$ cat config.mk
export PLATFORM = sky130hd
export DESIGN_NAME = cmpev_top
export DESIGN_NICKNAME = d
export VERILOG_FILES = /design/src/design/cmpev_pkg.sv /design/src/design/cmpev_edge_if.sv /design/src/design/cmpev_sync.sv /design/src/design/cmpev_top.sv
export SDC_FILE = /design/constraint.sdc
export NUM_CORES = 1
export LEC_CHECK = 0
export ABC_AREA = 1
export BUFFER_PORTS_ARGS = -buffer_cell sky130_fd_sc_hd__buf_2
export CAP_MARGIN = 20
export CORE_ASPECT_RATIO = 1.25
export CORE_UTILIZATION = 35
export CTS_CLUSTER_SIZE = 40
export DETAILED_ROUTE_END_ITERATION = 7
export GPL_ROUTABILITY_DRIVEN = 1
export HOLD_SLACK_MARGIN = 0.05
export PLACE_DENSITY = 0.76
export SLEW_MARGIN = 30
export SYNTH_ARGS = -nofsm -noshare
export SYNTH_HDL_FRONTEND = slang
export SYNTH_SLANG_ARGS = --single-unit
$ cat constraint.sdc
create_clock -name core_clk_in -period 1.1 [get_ports core_clk_in]
set_input_delay 0.055 -clock core_clk_in [delete_from_list [all_inputs] [get_ports core_clk_in]]
set_output_delay 0.055 -clock core_clk_in [all_outputs]
set_load 0.05 [all_outputs]
$ cat src/design/cmpev_pkg.sv
// Package for the comparator event control block: register map, field
// positions, reset values and encodings.
// Assumes a 32-bit APB slave with word-aligned registers.
package cmpev_pkg;

  // ****************************************************************
  // Register offsets (byte addresses)
  // ****************************************************************
  localparam logic [11:0] CMPEV_CTRL_OFF   = 12'h000;
  localparam logic [11:0] CMPEV_STAT_OFF   = 12'h004;
  localparam logic [11:0] CMPEV_IRQST_OFF  = 12'h008;
  localparam logic [11:0] CMPEV_IRQMSK_OFF = 12'h00C;
  localparam logic [11:0] CMPEV_INPUT_OFF  = 12'h010;

  // ****************************************************************
  // Control register fields
  // ****************************************************************
  localparam int CMPEV_EN_BIT    = 15;
  localparam int CMPEV_OE_BIT    = 14;
  localparam int CMPEV_POL_BIT   = 13;
  localparam int CMPEV_EVT_BIT   = 9;
  localparam int CMPEV_OUT_BIT   = 8;
  localparam int CMPEV_EDGE_HI   = 7;
  localparam int CMPEV_EDGE_LO   = 6;
  localparam int CMPEV_REF_BIT   = 4;
  localparam int CMPEV_CHHI_BIT  = 1;
  localparam int CMPEV_CHLO_BIT  = 0;
  localparam logic [15:0] CMPEV_CTRL_WMASK = 16'hE0D3;
  localparam logic [15:0] CMPEV_CTRL_RST   = 16'h0000;

  // Shared status fields: result bits low, event bits at 8 and up
  localparam int CMPEV_STAT_EVT_BASE = 8;
  localparam int CMPEV_UNITS         = 4;
  localparam int CMPEV_UNIT_ONE_IDX  = 0;
  localparam int CMPEV_UNIT_TWO_IDX  = 1;

  // Interrupt status/mask: bit 0 is the edge event
  localparam int CMPEV_IRQ_EVT_BIT = 0;
  localparam logic [31:0] CMPEV_ZERO32 = 32'h0000_0000;

  // ****************************************************************
  // Encodings
  // ****************************************************************
  typedef enum logic [1:0] {
    CMPEV_EDGE_NONE = 2'b00,
    CMPEV_EDGE_RISE = 2'b01,
    CMPEV_EDGE_FALL = 2'b10,
    CMPEV_EDGE_ANY  = 2'b11
  } cmpev_edge_type;

  typedef enum logic [1:0] {
    CMPEV_APB_IDLE   = 2'b00,
    CMPEV_APB_ACCESS = 2'b01
  } cmpev_apb_type;

endpackage

$ cat src/design/cmpev_edge_if.sv
// Interface carrying a sampled comparator level and its edge pulses
// between the input conditioner and the event logic.
// Assumes a single clock domain.
`timescale 1ns/1ps
`default_nettype none
interface cmpev_edge_if;
  logic level;
  logic rise;
  logic fall;
  modport src (output level, output rise, output fall);
  modport dst (input level, input rise, input fall);
endinterface
`default_nettype wire

$ cat src/design/cmpev_sync.sv
// Three-stage synchroniser with agreement filter and edge pulses.
// Assumes the input is asynchronous to core_clk_in.
`timescale 1ns/1ps
`default_nettype none
module cmpev_sync
  import cmpev_pkg::*;
(
  input  wire logic   core_clk_in,
  input  wire logic   reset_in,
  input  wire logic   async_in,
  cmpev_edge_if.src   edge_out
);

  logic s1_q;
  logic s2_q;
  logic s3_q;
  logic lvl_q;

  // ****************************************************************
  // Synchroniser chain
  // ****************************************************************
  // First stage feeds only the second to keep metastability contained
  always_ff @(posedge core_clk_in) begin
    if (reset_in) begin
      s1_q <= 1'b0;
      s2_q <= 1'b0;
      s3_q <= 1'b0;
    end else begin
      s1_q <= async_in;
      s2_q <= s1_q;
      s3_q <= s2_q;
    end
  end

  // Level only changes once stages two and three agree
  always_ff @(posedge core_clk_in) begin
    if (reset_in) begin
      lvl_q <= 1'b0;
    end else if (s2_q == s3_q) begin
      lvl_q <= s3_q;
    end
  end

  // Edge pulses against the filtered level
  assign edge_out.level = lvl_q;
  assign edge_out.rise  = (s2_q == s3_q) && s3_q && !lvl_q;
  assign edge_out.fall  = (s2_q == s3_q) && !s3_q && lvl_q;

endmodule // cmpev_sync
`default_nettype wire

$ cat src/design/cmpev_top.sv
// Comparator event control: APB registers, polarity, pin drive, edge
// event flag, shared status and a level interrupt.
// Assumes the analog core's raw result arrives asynchronously and the
// input mux is steered from the select outputs.
`timescale 1ns/1ps
`default_nettype none

module cmpev_top
  import cmpev_pkg::*;
#(
  parameter logic [3:0] AVAIL_INPUTS = 4'hF  // Inputs bonded out
)(
  input  wire logic        core_clk_in,
  input  wire logic        reset_in,
  input  wire logic        psel_in,
  input  wire logic        penable_in,
  input  wire logic        pwrite_in,
  input  wire logic [11:0] paddr_in,
  input  wire logic [31:0] pwdata_in,
  output logic      [31:0] prdata_out,
  output logic             pready_out,
  output logic             pslverr_out,
  input  wire logic        raw_result_in,
  input  wire logic [3:0]  other_result_in,
  input  wire logic [3:0]  other_event_in,
  output logic             result_pin_out,
  output logic             result_pin_oe_out,
  output logic [1:0]       input_select_out,
  output logic             input_ground_out,
  output logic             reference_select_out,
  output logic             trigger_out,
  output logic             irq_out
);

  // ****************************************************************
  // Declarations
  // ****************************************************************
  cmpev_edge_if    raw_edge ();
  logic [15:0]     ctrl_q;
  logic            result_q;
  logic            result_d;
  logic            evt_q;
  logic            evt_set;
  logic            evt_clr;
  logic            irq_st_q;
  logic            irq_msk_q;
  logic            wr_en;
  logic            rd_en;
  logic [31:0]     rdata_d;
  logic            addr_err;
  logic [15:0]     shared_stat;
  logic [1:0]      chan_sel;
  cmpev_edge_type  edge_sel;
  logic            comp_en;
  logic            pol;
  logic            adj_rise;
  logic            adj_fall;

  // Shared decode of whether a register offset is mapped
  function automatic logic is_mapped(input logic [11:0] a);
    if (a == CMPEV_CTRL_OFF) begin
      is_mapped = 1'b1;
    end else if (a == CMPEV_STAT_OFF) begin
      is_mapped = 1'b1;
    end else if (a == CMPEV_IRQST_OFF) begin
      is_mapped = 1'b1;
    end else if (a == CMPEV_IRQMSK_OFF) begin
      is_mapped = 1'b1;
    end else if (a == CMPEV_INPUT_OFF) begin
      is_mapped = 1'b1;
    end else begin
      is_mapped = 1'b0;
    end
  endfunction

  // ****************************************************************
  // APB slave: zero wait states
  // ****************************************************************
  // Answers in the first access cycle; unmapped offsets flag pslverr
  assign pready_out  = 1'b1;
  assign wr_en       = psel_in && penable_in && pwrite_in;
  assign rd_en       = psel_in && penable_in && !pwrite_in;
  assign addr_err    = !is_mapped(paddr_in);
  assign pslverr_out = psel_in && penable_in && addr_err;

  // ****************************************************************
  // Raw result conditioning
  // ****************************************************************
  cmpev_sync u_sync (
    .core_clk_in (core_clk_in),
    .reset_in    (reset_in),
    .async_in    (raw_result_in),
    .edge_out    (raw_edge)
  );

  assign comp_en  = ctrl_q[CMPEV_EN_BIT];
  assign pol      = ctrl_q[CMPEV_POL_BIT];
  assign edge_sel = cmpev_edge_type'(ctrl_q[CMPEV_EDGE_HI:CMPEV_EDGE_LO]);

  // Polarity swaps which raw edge counts as rising
  assign adj_rise = pol ? raw_edge.fall : raw_edge.rise;
  assign adj_fall = pol ? raw_edge.rise : raw_edge.fall;

  // Result held low while the comparator is off
  assign result_d = comp_en & (raw_edge.level ^ pol);

  always_ff @(posedge core_clk_in) begin
    if (reset_in) begin
      result_q <= 1'b0;
    end else begin
      result_q <= result_d;
    end
  end

  // ****************************************************************
  // Edge event detection
  // ****************************************************************
  // Decoding only while the flag is clear, so a held flag masks edges
  always_comb begin
    evt_set = 1'b0;
    if (comp_en && !evt_q) begin
      case (edge_sel)
        CMPEV_EDGE_NONE: evt_set = 1'b0;
        CMPEV_EDGE_RISE: evt_set = adj_rise;
        CMPEV_EDGE_FALL: evt_set = adj_fall;
        CMPEV_EDGE_ANY:  evt_set = adj_rise | adj_fall;
        default:         evt_set = 1'b0;
      endcase
    end
  end

  // Software clears the flag by writing zero to its control bit
  assign evt_clr = wr_en && (paddr_in == CMPEV_CTRL_OFF) &&
                   !pwdata_in[CMPEV_EVT_BIT];

  // Set wins over a clear in the same cycle
  always_ff @(posedge core_clk_in) begin
    if (reset_in) begin
      evt_q <= 1'b0;
    end else if (evt_set) begin
      evt_q <= 1'b1;
    end else if (evt_clr) begin
      evt_q <= 1'b0;
    end
  end

  // One-cycle trigger only on the setting edge; flag blocks repeats
  assign trigger_out = evt_set;

  // ****************************************************************
  // Control register
  // ****************************************************************
  // Bits 9 and 8 are hardware state and are never stored from the bus
  always_ff @(posedge core_clk_in) begin
    if (reset_in) begin
      ctrl_q <= CMPEV_CTRL_RST;
    end else if (wr_en && paddr_in == CMPEV_CTRL_OFF) begin
      ctrl_q <= pwdata_in[15:0] & CMPEV_CTRL_WMASK;
    end
  end

  // ****************************************************************
  // Input selection
  // ****************************************************************
  // Missing inputs go to ground rather than float into the core
  assign chan_sel = {ctrl_q[CMPEV_CHHI_BIT], ctrl_q[CMPEV_CHLO_BIT]};
  assign input_select_out     = chan_sel;
  assign reference_select_out = ctrl_q[CMPEV_REF_BIT];
  assign input_ground_out     = !AVAIL_INPUTS[chan_sel];

  // ****************************************************************
  // Output pin
  // ****************************************************************
  // Pin driven only while its enable is set
  always_ff @(posedge core_clk_in) begin
    if (reset_in) begin
      result_pin_out    <= 1'b0;
      result_pin_oe_out <= 1'b0;
    end else begin
      result_pin_out    <= result_d & ctrl_q[CMPEV_OE_BIT];
      result_pin_oe_out <= ctrl_q[CMPEV_OE_BIT];
    end
  end

  // ****************************************************************
  // Shared status
  // ****************************************************************
  // Unit one sits at index 0 and unit two at index 1; this block is
  // unit four and mirrors its own control bits at index 3
  always_comb begin
    shared_stat = 16'h0000;
    shared_stat[CMPEV_UNITS-1:0] = other_result_in;
    shared_stat[CMPEV_STAT_EVT_BASE +: CMPEV_UNITS] = other_event_in;
    shared_stat[CMPEV_UNITS-1] = result_q;
    shared_stat[CMPEV_STAT_EVT_BASE+CMPEV_UNITS-1] = evt_q;
  end

  // ****************************************************************
  // Interrupt status and mask
  // ****************************************************************
  // Read of the status register clears it; a new event wins
  always_ff @(posedge core_clk_in) begin
    if (reset_in) begin
      irq_st_q <= 1'b0;
    end else if (evt_set) begin
      irq_st_q <= 1'b1;
    end else if (rd_en && paddr_in == CMPEV_IRQST_OFF) begin
      irq_st_q <= 1'b0;
    end
  end

  always_ff @(posedge core_clk_in) begin
    if (reset_in) begin
      irq_msk_q <= 1'b0;
    end else if (wr_en && paddr_in == CMPEV_IRQMSK_OFF) begin
      irq_msk_q <= pwdata_in[CMPEV_IRQ_EVT_BIT];
    end
  end

  assign irq_out = irq_st_q & irq_msk_q;

  // ****************************************************************
  // Read data
  // ****************************************************************
  always_comb begin
    rdata_d = CMPEV_ZERO32;
    if (paddr_in == CMPEV_CTRL_OFF) begin
      rdata_d[15:0] = ctrl_q;
      rdata_d[CMPEV_EVT_BIT] = evt_q;
      rdata_d[CMPEV_OUT_BIT] = result_q;
    end else if (paddr_in == CMPEV_STAT_OFF) begin
      rdata_d[15:0] = shared_stat;
    end else if (paddr_in == CMPEV_IRQST_OFF) begin
      rdata_d[CMPEV_IRQ_EVT_BIT] = irq_st_q;
    end else if (paddr_in == CMPEV_IRQMSK_OFF) begin
      rdata_d[CMPEV_IRQ_EVT_BIT] = irq_msk_q;
    end else if (paddr_in == CMPEV_INPUT_OFF) begin
      rdata_d[CMPEV_IRQ_EVT_BIT] = input_ground_out;
    end
  end

  // Read data is combinational over registers so it is valid in the
  // single access cycle; zero outside reads keeps the bus quiet
  assign prdata_out = rd_en ? rdata_d : CMPEV_ZERO32;
endmodule // cmpev_top
`default_nettype wire

==> qor.csv <==
metric,value,unit
root_buffer,clkbuf_8,
dpl_cell_area,0.00184,sq mm
final_cells,314,
crit_required,1.04,ns
ir_drop,985,uV
htree_levels,1,
worstSkewPairLatency,0.26,ns
min_path_type,input port to register,
violations,negative setup slack,
max_stage_delay,0.35,ns
dr.pass1.iters,4,
cts.sinks,18,
grt_max_degree,15,
fin_crit_sh,131,%
hold_violations,0,
setup-violations-final,18,
fp.coreArea,0.00331,sq mm
p_per_area,697,mW/mm^2
final_cell_mix,"30 x buf_2, 29 x buf_6, 25 x nand2_1",
gp_congestion,0.852,
final_nets,338,
die_w,55.5,um
synthCells,188,
ios,100,
final_common_cell,buf_2,
regMostFlops,ctrl_q,
synth_edf_count,0,
grt_first_pass_wirelength,5890,um
fin_hold_ws,0.0785,ns
fin_crit,1.44,ns
largest_reg_flops,8,
final_layout_size_suffix_gt1_share,56.3,%
numCtsBuffers,3,
drtAntennaViolNets,0,
dp_hpwl,2730,um
cp-end-kind,output pin,
ys_seq_area_share,28.7,%
crit_top_cell,nand2_2,
async_reset_ff_share,0,%
crit_fanout,3,
dieArea,0.00383,sq mm
rsz0062_at_grt,yes,
drc,0,
start_util,37.9,%
grt_pass1_vias,1366,
cp-start-kind,register,
skew,0.00351,ns
final_max_slew_viol_count,0,
critPathSlowestCell,dfxtp_2,
cts_buffer_depth,2,
leakage,1.21,nW
yosys_warnings,0,
areaGrowthSynthToFinish,90.5,%
drtIter0Drc,54,
dp_cells,299,
cp_cell_sequence,ha_2 > nand2_2 > a21oi_2 > inv_1 > nor2_2 > nand2_2 > clkinvlp_4 > buf_8,
outcome,finished with violations,
dieHeight,68.9,um
vias_per_cell,4.61,
cts_tree,yes,
synth_top_flop_cell,dfxtp_1,
diodes,0,
clock.fmax,696,MHz
finalWorstSetupSlack,-0.336,ns
io_buffers,54,
synth_seq_cells,18,
drv_cap,0,
grtUsageTotal,20.1,%
vias,1446,
synth_area,0.00125,sq mm
overflow,0,
synth_cell_type_count,28,
crit_type,register to output pin,
routedWlPerCell,13.0,um
finalInstanceArea,0.00239,sq mm
grt_antenna_before_repair,0,
clkTransAtPathRegs,0.07,ns
rows,23,
drt-total-wl,4080,um
critPathArrivalTime,1.38,ns
syn_area_per_cell,6.67,sq um
fillCellCount,232,
## worst max-delay path, delay by kind of cell (launching register included)
| family | cells | cell delay, ns |
|---|---|---|
| flops | 1 | 0.35 |
| buf+inv | 3 | 0.27 |
| simple gates | 3 | 0.21 |
| fa+ha+maj | 1 | 0.17 |
| compound gates | 1 | 0.13 |
## cell type report
cell class / count / area (sq um) / share of cell area, %
Timing Repair Buffer: 93 / 802 / 33.6
Inverter: 25 / 103 / 4.30
Clock buffer: 4 / 55.1 / 2.30
Tap cell: 37 / 46.3 / 1.94
Multi-Input combinational cell: 137 / 1020 / 42.6
Sequential cell: 18 / 364 / 15.2
## Yosys cell counts (2+ instances only)
cell type	n	area, sq um
conb_1	2	7.51
nand2_2	3	18.8
dfxtp_1	18	360
o21ai_0	2	10.0
nor2_2	3	18.8
nand4_1	6	37.5
nand3_1	10	50.1
nor2_1	29	109
nor3b_1	2	15.0
buf_4	24	180
ha_1	2	25.0
nand2_1	31	116
a21oi_1	10	50.1
inv_2	4	15.0
inv_1	21	78.8
nor3_1	9	45.0
## where the power goes
group | switching, mW | total (mW) | internal [mW]
Combinational | 0.305 | 0.460 | 0.155
Sequential | 0.00486 | 0.663 | 0.658
Clock | 0.223 | 0.541 | 0.318
Total | 0.533 | 1.66 | 1.13
## stage by stage
step | TNS (ns) | total power, mW | utilization [%] | setup slack [ns]
4_1_cts | -1.73 | 1.63 | 67.8 | -0.398
3_3_place_gp | -3.39 | 1.03 | 55.7 | -0.227
3_5_place_dp | -3.97 | 1.04 | 55.7 | -0.262
2_1_floorplan | -1.45 | 0.973 | - | -0.266
6_report | -1.96 | 1.66 | 72.2 | -0.336
5_1_grt | -3.05 | 1.73 | 72.2 | -0.445
## logic make-up after synthesis
family	Yosys count	synth area share [%]
flops	18	28.7
compound gates	15	6.39
buf+inv	51	23.1
fa+ha+maj	2	2.00
xor+xnor	1	0.699
other cells	2	0.599
simple gates	99	38.5
## repair_timing
action,4_1_cts,5_1_grt
gates resized for setup,74,27
buffers inserted,2,4
hold buffers,7,0
endpoints found under the hold margin,7,0
endpoints found under the setup margin,18,18
gates cloned,0,0
pin swaps,17,15
## final timing paths
check	to	from	cells after the start	slack [ns]
worst max-delay path	trigger_out	u_sync.s3_q$_SDFF_PP0_	8	-0.34
worst max register to register	evt_q$_SDFFE_PP0P_	u_sync.s3_q$_SDFF_PP0_	9	-0.24
worst min register to register	u_sync.s2_q$_SDFF_PP0_	u_sync.s1_q$_SDFF_PP0_	2	0.42
worst min-delay path	ctrl_q[1]$_SDFFE_PP0N_	pwdata_in[1]	3	0.08
## metal layers
layer / vias up / global-route usage [%] / routed length [um] / part of all wire, %
li1: 733 / - / - / -
met1: 661 / 20.8 / 1510 / 37
met2: 48 / 41.0 / 2360 / 58
met3: 4 / 1.68 / 143 / 3.5
met4: 0 / 10.3 / 67 / 1.6
met5: - / 0 / 0 / 0
Power figures use the tool's default switching activity.
